<file path="config.mk">
export PLATFORM = sky130hd
export DESIGN_NAME = cfd_ratio_ctrl
export DESIGN_NICKNAME = d
export VERILOG_FILES = /design/src/rtl/cfd_pkg.sv /design/src/rtl/cfd_ratio_ctrl.sv /design/src/rtl/cfd_ratio_rom.sv
export SDC_FILE = /design/constraint.sdc
export NUM_CORES = 1
export LEC_CHECK = 0
export ABC_AREA = 0
export BUFFER_PORTS_ARGS = -buffer_cell sky130_fd_sc_hd__buf_4
export CORE_MARGIN = 1
export CORE_UTILIZATION = 46
export CTS_CLUSTER_DIAMETER = 80
export DETAILED_ROUTE_END_ITERATION = 10
export MAX_ROUTING_LAYER = met4
export PLACE_DENSITY = 0.8
export SETUP_SLACK_MARGIN = 0.5
export SLEW_MARGIN = 10
export SYNTH_ARGS = -nofsm -noshare
export SYNTH_HDL_FRONTEND = slang
export SYNTH_SLANG_ARGS = --single-unit
</file>
<file path="constraint.sdc">
create_clock -name clk_sys -period 1.6 [get_ports clk_sys]
set_input_delay 0.16 -clock clk_sys [delete_from_list [all_inputs] [get_ports clk_sys]]
set_output_delay 0.16 -clock clk_sys [all_outputs]
set_load 0.005 [all_outputs]
</file>
<file path="src/rtl/cfd_pkg.sv">
/*
  Shared constants and types of the core ratio control: register offsets,
  field positions, reset values, ratio table entry and scaling modes.
  Assumes a 32-bit classic Wishbone register bus.
*/
package cfd_pkg;

  localparam int ADDR_W = 4;
  localparam logic [3:0] CONFIG_OFFSET = 4'h0;
  localparam logic [3:0] STATUS_OFFSET = 4'h4;

  // Control bits of hardware_config_reg_one
  localparam int HALF_BIT = 0;
  localparam int QUARTER_BIT = 1;
  // Positions of multiplier_code_field bits, first bit to sixth
  localparam int CODE_POS0 = 15;
  localparam int CODE_POS1 = 16;
  localparam int CODE_POS2 = 17;
  localparam int CODE_POS3 = 18;
  localparam int CODE_POS4 = 19;
  localparam int CODE_POS5 = 14;

  // Status register layout
  localparam int STAT_QUARTERS_LSB = 0;
  localparam int STAT_LOW_BIT = 8;
  localparam int STAT_REFUSED_BIT = 9;
  localparam int STAT_MODE_LSB = 10;
  localparam int STAT_STRAP_LSB = 12;

  // Effective multiplier below 5x, counted in quarters
  localparam logic [7:0] LOW_MULT_QUARTERS = 8'h14;

  localparam logic [7:0] QUARTERS_RESET = 8'h00;
  localparam logic [5:0] CODE_RESET = 6'h00;
  localparam logic [31:0] DATA_ZERO = 32'h0000_0000;

  typedef enum logic [1:0] {
    MODE_FULL = 2'b00,
    MODE_HALF = 2'b01,
    MODE_QUARTER = 2'b10
  } cfd_mode_type;

  typedef struct packed {
    logic known;
    logic [7:0] baseQuarters;
    logic halfOk;
    logic [5:0] halfCode;
    logic quarterOk;
    logic [5:0] quarterCode;
  } cfd_entry_type;

  typedef struct packed {
    cfd_mode_type mode;
    logic [7:0] quarters;
    logic [5:0] code;
  } cfd_setting_type;

endpackage : cfd_pkg

</file>
<file path="src/rtl/cfd_ratio_ctrl.sv">
/*
  Core ratio control: chooses the bus-to-core multiplier from the ratio
  strap and the half and quarter speed requests, and reports it.
  Assumes a classic Wishbone master on clk_sys; strap and select pins are
  asynchronous and are synchronised here.
*/
`timescale 1ns/1ps
`default_nettype none

module cfd_ratio_ctrl (
  // Clock and reset
  input wire logic clk_sys,
  input wire logic rst_b,
  // Wishbone slave
  input wire logic wb_cyc_i,
  input wire logic wb_stb_i,
  input wire logic wb_we_i,
  input wire logic [cfd_pkg::ADDR_W-1:0] wb_adr_i,
  input wire logic [3:0] wb_sel_i,
  input wire logic [31:0] wb_dat_i,
  output logic [31:0] wb_dat_o,
  output logic wb_ack_o,
  // Pins
  input wire logic [5:0] ratioStrap,
  input wire logic halfSpeedPin_b,
  input wire logic quarterSpeedPin_b,
  // Effective ratio
  output logic [7:0] coreMultQuarters,
  output logic [5:0] multiplierCode,
  output logic [1:0] activeMode,
  output logic lowMultiplier
);

  logic [5:0] strapMeta_reg;
  logic [5:0] strapSync_reg;
  logic [1:0] pinMeta_reg;
  logic [1:0] pinSync_reg;
  logic halfSpeedSelect_reg;
  logic quarterSpeedSelect_reg;
  logic refused_reg;
  logic refused_next;
  logic ack_reg;
  logic [31:0] rdata_reg;
  logic [31:0] rdata_next;
  logic [31:0] configWord;
  logic [31:0] statusWord;
  logic busReq;
  logic busWrite;
  logic refuseNow;
  logic reqHalf;
  logic reqQuarter;
  cfd_pkg::cfd_entry_type entry;
  cfd_pkg::cfd_setting_type setting_reg;
  cfd_pkg::cfd_setting_type setting_next;

  // Pin synchronisers
  always_ff @(posedge clk_sys or negedge rst_b)
  begin
    if (!rst_b)
    begin
      strapMeta_reg <= 6'h00;
      strapSync_reg <= 6'h00;
      pinMeta_reg <= 2'h3;
      pinSync_reg <= 2'h3;
    end
    else
    begin
      strapMeta_reg <= ratioStrap;
      strapSync_reg <= strapMeta_reg;
      pinMeta_reg <= {quarterSpeedPin_b, halfSpeedPin_b};
      pinSync_reg <= pinMeta_reg;
    end
  end

  cfd_ratio_rom u_rom (
    .clk_sys(clk_sys),
    .rst_b(rst_b),
    .strapCode(strapSync_reg),
    .entry(entry)
  );

  assign reqHalf = halfSpeedSelect_reg | ~pinSync_reg[0];
  assign reqQuarter = quarterSpeedSelect_reg | ~pinSync_reg[1];

  // Quarter speed wins when both requests stand
  always_comb
  begin
    setting_next = setting_reg;
    refuseNow = 1'b0;
    if (reqQuarter)
    begin
      if (entry.quarterOk)
      begin
        setting_next.mode = cfd_pkg::MODE_QUARTER;
        setting_next.quarters = entry.baseQuarters >> 2;
        setting_next.code = entry.quarterCode;
      end
      else
        refuseNow = 1'b1;
    end
    else if (reqHalf)
    begin
      if (entry.halfOk)
      begin
        setting_next.mode = cfd_pkg::MODE_HALF;
        setting_next.quarters = entry.baseQuarters >> 1;
        setting_next.code = entry.halfCode;
      end
      else
        refuseNow = 1'b1;
    end
    else
    begin
      setting_next.mode = cfd_pkg::MODE_FULL;
      setting_next.quarters = entry.baseQuarters;
      setting_next.code = strapSync_reg;
    end
  end

  always_ff @(posedge clk_sys or negedge rst_b)
  begin
    if (!rst_b)
      setting_reg <= '{cfd_pkg::MODE_FULL, cfd_pkg::QUARTERS_RESET,
                       cfd_pkg::CODE_RESET};
    else
      setting_reg <= setting_next;
  end

  always_ff @(posedge clk_sys or negedge rst_b)
  begin
    if (!rst_b)
    begin
      coreMultQuarters <= cfd_pkg::QUARTERS_RESET;
      multiplierCode <= cfd_pkg::CODE_RESET;
      activeMode <= cfd_pkg::MODE_FULL;
      lowMultiplier <= 1'b0;
    end
    else
    begin
      coreMultQuarters <= setting_next.quarters;
      multiplierCode <= setting_next.code;
      activeMode <= setting_next.mode;
      // Flag for software handling of snoops at slow ratios
      lowMultiplier <= (setting_next.quarters != 8'h00) &&
                       (setting_next.quarters <
                        cfd_pkg::LOW_MULT_QUARTERS);
    end
  end

  // Bus: ack one cycle after the request; writes land on the ack edge
  assign busReq = wb_cyc_i & wb_stb_i;
  assign busWrite = busReq & wb_we_i & ack_reg;

  always_ff @(posedge clk_sys or negedge rst_b)
  begin
    if (!rst_b)
      ack_reg <= 1'b0;
    else
      ack_reg <= busReq & ~ack_reg;
  end

  always_ff @(posedge clk_sys or negedge rst_b)
  begin
    if (!rst_b)
    begin
      halfSpeedSelect_reg <= 1'b0;
      quarterSpeedSelect_reg <= 1'b0;
    end
    else if (busWrite && wb_sel_i[0] &&
             wb_adr_i == cfd_pkg::CONFIG_OFFSET)
    begin
      halfSpeedSelect_reg <= wb_dat_i[cfd_pkg::HALF_BIT];
      quarterSpeedSelect_reg <= wb_dat_i[cfd_pkg::QUARTER_BIT];
    end
  end

  // Sticky refused flag; write one clears it, a new refusal wins
  always_comb
  begin
    refused_next = refused_reg;
    if (busWrite && wb_sel_i[1] && wb_adr_i == cfd_pkg::STATUS_OFFSET &&
        wb_dat_i[cfd_pkg::STAT_REFUSED_BIT])
      refused_next = 1'b0;
    if (refuseNow)
      refused_next = 1'b1;
  end

  always_ff @(posedge clk_sys or negedge rst_b)
  begin
    if (!rst_b)
      refused_reg <= 1'b0;
    else
      refused_reg <= refused_next;
  end

  always_comb
  begin
    configWord = cfd_pkg::DATA_ZERO;
    configWord[cfd_pkg::HALF_BIT] = halfSpeedSelect_reg;
    configWord[cfd_pkg::QUARTER_BIT] = quarterSpeedSelect_reg;
    configWord[cfd_pkg::CODE_POS0] = setting_reg.code[5];
    configWord[cfd_pkg::CODE_POS1] = setting_reg.code[4];
    configWord[cfd_pkg::CODE_POS2] = setting_reg.code[3];
    configWord[cfd_pkg::CODE_POS3] = setting_reg.code[2];
    configWord[cfd_pkg::CODE_POS4] = setting_reg.code[1];
    configWord[cfd_pkg::CODE_POS5] = setting_reg.code[0];
  end

  always_comb
  begin
    statusWord = cfd_pkg::DATA_ZERO;
    statusWord[cfd_pkg::STAT_QUARTERS_LSB +: 8] = setting_reg.quarters;
    statusWord[cfd_pkg::STAT_LOW_BIT] = lowMultiplier;
    statusWord[cfd_pkg::STAT_REFUSED_BIT] = refused_reg;
    statusWord[cfd_pkg::STAT_MODE_LSB +: 2] = setting_reg.mode;
    statusWord[cfd_pkg::STAT_STRAP_LSB +: 6] = strapSync_reg;
  end

  always_comb
  begin
    case (wb_adr_i)
      cfd_pkg::CONFIG_OFFSET: rdata_next = configWord;
      cfd_pkg::STATUS_OFFSET: rdata_next = statusWord;
      default: rdata_next = cfd_pkg::DATA_ZERO;
    endcase
  end

  always_ff @(posedge clk_sys or negedge rst_b)
  begin
    if (!rst_b)
      rdata_reg <= cfd_pkg::DATA_ZERO;
    else if (busReq && !ack_reg)
      rdata_reg <= rdata_next;
  end

  assign wb_ack_o = ack_reg;
  assign wb_dat_o = rdata_reg;

endmodule : cfd_ratio_ctrl

`default_nettype wire

</file>
<file path="src/rtl/cfd_ratio_rom.sv">
/*
  Ratio table: maps a 6-bit strap code to its base multiplier in quarter
  steps and the reported codes of the halved and quartered ratios.
  Read data are registered; one cycle from code to entry.
*/
`timescale 1ns/1ps
`default_nettype none

module cfd_ratio_rom (
  // Clock and reset
  input wire logic clk_sys,
  input wire logic rst_b,
  // Lookup
  input wire logic [5:0] strapCode,
  output cfd_pkg::cfd_entry_type entry
);

  function automatic cfd_pkg::cfd_entry_type ent(
    input logic [7:0] q,
    input logic hok,
    input logic [5:0] hc,
    input logic qok,
    input logic [5:0] qc
  );
    ent = '{1'b1, q, hok, hc, qok, qc};
  endfunction : ent

  cfd_pkg::cfd_entry_type entry_next;

  // Unsupported divide combinations carry an ok bit of zero
  always_comb
  begin
    entry_next = '0;
    case (strapCode)
      6'h10: entry_next = ent(8'h08, 1'b0, 6'h00, 1'b0, 6'h00);
      6'h20: entry_next = ent(8'h0c, 1'b0, 6'h00, 1'b0, 6'h00);
      6'h28: entry_next = ent(8'h10, 1'b1, 6'h10, 1'b0, 6'h00);
      6'h2c: entry_next = ent(8'h14, 1'b1, 6'h15, 1'b0, 6'h00);
      6'h24: entry_next = ent(8'h16, 1'b1, 6'h35, 1'b0, 6'h00);
      6'h34: entry_next = ent(8'h18, 1'b1, 6'h20, 1'b0, 6'h00);
      6'h14: entry_next = ent(8'h1a, 1'b1, 6'h20, 1'b0, 6'h00);
      6'h08: entry_next = ent(8'h1c, 1'b1, 6'h35, 1'b0, 6'h00);
      6'h04: entry_next = ent(8'h1e, 1'b1, 6'h35, 1'b0, 6'h00);
      6'h30: entry_next = ent(8'h20, 1'b1, 6'h28, 1'b1, 6'h10);
      6'h18: entry_next = ent(8'h22, 1'b1, 6'h28, 1'b0, 6'h00);
      6'h1e: entry_next = ent(8'h24, 1'b1, 6'h1d, 1'b1, 6'h10);
      6'h1c: entry_next = ent(8'h26, 1'b1, 6'h1d, 1'b0, 6'h00);
      6'h2a: entry_next = ent(8'h28, 1'b1, 6'h2c, 1'b1, 6'h15);
      6'h22: entry_next = ent(8'h2a, 1'b1, 6'h2c, 1'b0, 6'h00);
      6'h26: entry_next = ent(8'h2c, 1'b1, 6'h24, 1'b1, 6'h15);
      6'h00: entry_next = ent(8'h2e, 1'b1, 6'h24, 1'b0, 6'h00);
      6'h2e: entry_next = ent(8'h30, 1'b1, 6'h34, 1'b1, 6'h20);
      6'h3e: entry_next = ent(8'h32, 1'b1, 6'h34, 1'b0, 6'h00);
      6'h16: entry_next = ent(8'h34, 1'b1, 6'h14, 1'b1, 6'h20);
      6'h38: entry_next = ent(8'h36, 1'b1, 6'h14, 1'b0, 6'h00);
      6'h32: entry_next = ent(8'h38, 1'b1, 6'h08, 1'b1, 6'h35);
      6'h06: entry_next = ent(8'h3c, 1'b1, 6'h04, 1'b1, 6'h35);
      6'h36: entry_next = ent(8'h40, 1'b1, 6'h30, 1'b1, 6'h28);
      6'h02: entry_next = ent(8'h44, 1'b1, 6'h18, 1'b1, 6'h28);
      6'h0a: entry_next = ent(8'h48, 1'b1, 6'h1e, 1'b1, 6'h1d);
      6'h0e: entry_next = ent(8'h50, 1'b1, 6'h2a, 1'b1, 6'h2c);
      6'h12: entry_next = ent(8'h54, 1'b1, 6'h22, 1'b1, 6'h2c);
      6'h1a: entry_next = ent(8'h60, 1'b1, 6'h2e, 1'b1, 6'h34);
      6'h3a: entry_next = ent(8'h70, 1'b1, 6'h32, 1'b1, 6'h08);
      default: entry_next = '0;
    endcase
  end

  always_ff @(posedge clk_sys or negedge rst_b)
  begin
    if (!rst_b)
      entry <= '0;
    else
      entry <= entry_next;
  end

endmodule : cfd_ratio_rom

`default_nettype wire

</file>
======== Word-level counts from Yosys, hierarchy flattened ========
Memories as Yosys holds them, arrays and structs flattened. A register that Yosys moved wholly into a read port is not among the register bits.
Cells that the tools add are included.
storage, ports and cells
  memory bits (read-only) ................. 1280
  bits in writable memories ............... 0
  latch bits .............................. 0
  memories kept ........................... 1
  input bits .............................. 53
  bits in registers ....................... 83
memories
  memory           words  width  read ports  clocked after Yosys merged registers in  wr ports  line                 text
  (no name shown)  64     20     1           1                                        0         cfd_ratio_rom.sv:34  case (strapCode)
operators by class
  reduce and logical (&&, ||, !) cells .... 13
  eq/ne operators ......................... 3
  add/sub/neg operators ................... 0
  multipliers ............................. 0
  muxes and demuxes ....................... 11
  bitwise gates (word level) .............. 9
  shift operators ......................... 0
  div/mod/pow operators ................... 0
  $lt $le $gt $ge ......................... 1
operators by type and width
  operator                                                     count
  2-to-1 mux 16 bit                                            4
  case mux 20 bit (2 select lines)                             1
  less-than comparator 8 x 5 -> 1 bit (second input constant)  1
  nonzero test 8 bit                                           1
  logical AND 1 bit                                            7
  2-to-1 mux 1 bit                                             6
  bitwise AND 1 bit                                            4
  equality test 4 x 3 -> 1 bit (second input constant)         1
  zero test 4 bit                                              1
  inequality test 3 x 1 -> 1 bit (second input constant)       1
  NOT 1 bit                                                    3
  zero test 1 bit                                              2
  inequality test 2 x 1 -> 1 bit (second input constant)       1
  OR 1 bit                                                     2
  AND reduction 2 bit                                          1
  nonzero test 2 bit                                           1

======== Depth between registers and ports, before layout ========
  depth in word-level cells ............... 8
  depth in mapped cells ................... 6

======== Hierarchy ========
Synthesis repeated with hierarchy kept, for this count alone.
second synthesis, totals
  cells, all modules ...................... 363
  area, all modules ....................... 3676.0 µm²
by module, submodules not included
  module          area an instance (µm²)  times used  sequential area each (µm²)  cells an instance
  cfd_ratio_ctrl  2386.0                  1           1431.4                      211
  cfd_ratio_rom   1290.0                  1           500.5                       152

======== Least setup slack after synthesis ========
No wires, ideal clock.
  kind .................................... register -> register
  from .................................... register pinSync_reg[1]
  to ...................................... register lowMultiplier
  cell stages (with the launch flop) ...... 6
  setup slack ............................. -0.138 ns
  arrival ................................. 1.604 ns
  setup time .............................. 0.135 ns
  path through ............................ dfstp_2 nor2b_1 o21ai_1 a311o_1 nor4_1 a211oi_1
RTL lines
  element                 line                   text
  from (decl)             cfd_ratio_ctrl.sv:37   logic [1:0] pinSync_reg;
  from (signal assigned)  cfd_ratio_ctrl.sv:71   pinSync_reg <= pinMeta_reg;
  to (signal assigned)    cfd_ratio_ctrl.sv:144  lowMultiplier <= (setting_next.quarters != 8'h00) &&
  to (decl)               cfd_ratio_ctrl.sv:31   output logic lowMultiplier

==> results.yml <==
synth:
  synth_cells: 355
  synth_area_um2: 3480
  ys_warn_count: 0
  synth-seq-cells: 76
  ys.flop_type: "dfrtp_1"
  async_flop_share: 1.00
  synth_area_per_cell_um2: 9.81
  ys_seq_area_frac: 0.547
  synth.distinct_cells: 54
  synth_edf_count: 0
clock_tree:
  clock_latency_ps: 350
  cts_buffers: 9
  h-tree-depth: 3
  tritoncts: "built"
  clk_pin_slew_ps: 90
  clock_tree.root_cell: "clkbuf_8"
  cts_sinks: 76
  max-clock-path-buffers: 2
timing:
  post-route-period-util: 1.14
  timing.final.crit_period_ps: 1820
  max_freq_ghz: 0.550
  finalClockSkew_ps: 13.3
  hold_viol: 0
  drv_slew: 0
  setup_viol: 6
  finalSetupTns_ps: -452
  rsz0062_at_grt: "true"
  whs_ps: 48.3
  setup_ws_ps: -218
route:
  highest_layer: "met4"
  route.detailed.drc: 0
  firstDrtPassIters: 5
  wl_met2_mm: 7.17
  drtIter0Drc: 337
  routed_wirelength_mm: 13.5
  avgRoutedWirePerCell_um: 22.1
  wl_met3_um: 868
  viasPerCell: 6.12
  dr_total_vias: 3730
  ant_nets: 0
  wl_met1_mm: 4.75
placed_design:
  io_buffers: 59
  placed_cell_area_um2: 4410
  hpwlAfterDp_mm: 5.68
  dpl_worst_slack_ps: -145
  dp.cells: 527
  gp_congestion: 0.850
power_and_ir_drop:
  swShare: 0.303
  p_per_area_nw_per_um2: 807
  p_int_w: 0.00339
  p_seq_frac: 0.448
  power_switching_w: 0.00147
  pwr-share-comb: 0.241
  p_leak_nw: 2.78
  power.share.clock: 0.311
  peakVddDrop_mv: 0.515
job:
  drv_cap: 0
grt:
  grt_overflow: 0
  grt_antenna_before_repair: 1
  grt_max_degree: 45
  track_usage: 0.260
  grt_pass1_vias: 3038
  grt_pass1_wl_mm: 14.8
worst_setup_path:
  max_stage_delay_ps: 470
  path_cells: "nand2b_4 > nand2_1 > a311o_1 > nor4_2 > a211oi_1"
  cp_data_arrival_time_ps: 2050
  start_kind: "flop"
  path_max_fanout: 6
  crit_type: "flop to flop"
  cpMaxStageDelayCell: "dfrtp_2"
  crit_required_ps: 1830
  endpoint_kind: "flop"
floorplanning:
  die_width_um: 89.0
  core_um2: 7290
  io_pins: 103
  rows: 31
  die_h_um: 89.0
  initial_core_util: 0.478
  dieArea_um2: 7920
finish:
  fin_nets: 557
  layout_common_cells: "buf_4, dfrtp_1, buf_6"
  final_common_cell: "buf_4"
  area_growth_pct: 73.1
  largest_register_ffs: 20
  layout-drive-gt1-share: 0.607
  fin_cells: 609
  stdcell_area_um2: 6030
hold_path:
  hold_class: "input port to flop"
outcome:
  status: "finished, violations left"
  violations: "setup timing"
## path summary, 6_finish.rpt
check	start	slack [ps]	cells past startpoint	endpoint
hold reg to reg	strapMeta_reg[3]	350	0	strapSync_reg[3]
setup reg to reg	quarterSpeedSelect_reg	-220	5	lowMultiplier
hold / removal	wb_dat_i[0]	50	2	halfSpeedSelect_reg
setup / recovery	quarterSpeedSelect_reg	-220	5	lowMultiplier
max in group asynchronous	rst_b	720	3	quarterSpeedSelect_reg
min in group asynchronous	rst_b	290	2	wb_dat_o[8]
## per-stage QoR
| stage | utilization | power (W) |
|---|---|---|
| floorplan | - | 0.00255 |
| global placement | 0.604 | 0.00285 |
| detailed placement | 0.604 | 0.00286 |
| CTS | 0.732 | 0.00455 |
| global route | 0.827 | 0.00502 |
| finish | 0.827 | 0.00486 |
## worst max-delay path: cells and delay by family, from the launching register on
family | cells | cell delay, ps
AOI/OAI and AO/OA | 2 | 550
DFF | 1 | 470
and+or+nand+nor | 3 | 670
## cells by family after synthesis
family	count (synthesis)	share of synthesized area
mux	5	0.0151
other cells	1	0.00108
simple gates	126	0.181
compound gates	103	0.192
xor+xnor	2	0.00503
flops	76	0.547
buf+inv	42	0.0586
## power by group through the flow
stage               sequential, W  combinational [W]  clock (W)
finish                    0.00218            0.00117    0.00151
global route              0.00218            0.00124    0.00160
CTS                       0.00215           0.000890    0.00151
detailed placement        0.00219           0.000676          0
global placement          0.00218           0.000663          0
floorplan                 0.00217           0.000383          0
## cell usage after synthesis (3+ instances only)
| library cell | count | share of area |
|---|---|---|
| a32o_1 | 4 | 0.011 |
| a21o_1 | 4 | 0.0086 |
| o21ai_1 | 6 | 0.0086 |
| nand2_1 | 57 | 0.061 |
| a311o_1 | 4 | 0.011 |
| mux2i_1 | 3 | 0.0086 |
| nand2b_1 | 6 | 0.011 |
| clkbuf_1 | 21 | 0.023 |
| a222oi_1 | 5 | 0.014 |
| a22oi_1 | 7 | 0.015 |
| a21oi_1 | 16 | 0.023 |
| nor2b_1 | 8 | 0.014 |
| dfstp_2 | 4 | 0.030 |
| a31oi_1 | 7 | 0.013 |
| and3_1 | 7 | 0.013 |
| buf_4 | 12 | 0.026 |
| o21ai_0 | 33 | 0.047 |
| dfrtp_1 | 72 | 0.52 |
| inv_1 | 6 | 0.0065 |
| nor2_1 | 22 | 0.024 |
| nor3_1 | 6 | 0.0086 |
## final cells by class
class / count / area (um^2)
Multi-Input combinational cell: 248 / 2140
Sequential cell: 76 / 1920
Timing Repair Buffer: 163 / 1610
Fill cell: 363 / 1260
Clock buffer: 10 / 128
Tap cell: 99 / 124
Clock inverter: 6 / 72.6
Inverter: 6 / 35.0
Antenna cell: 1 / 2.50
## per-layer routing
metal,up-vias,GRT usage
li1,1546,-
met1,1851,0.330
met2,257,0.426
met3,76,0.0342
met5,-,-
met4,0,0.102
## what timing repair did
item / in CTS / in global routing
buffers inserted: 31 / 16
hold buffers: 9 / 0
pin swaps: 39 / 62
endpoints found under the hold margin: 36 / 0
endpoints found under the setup margin: 46 / 67
gates cloned: 3 / 6
resized for setup: 97 / 119
(Power assumes the default switching activity.)
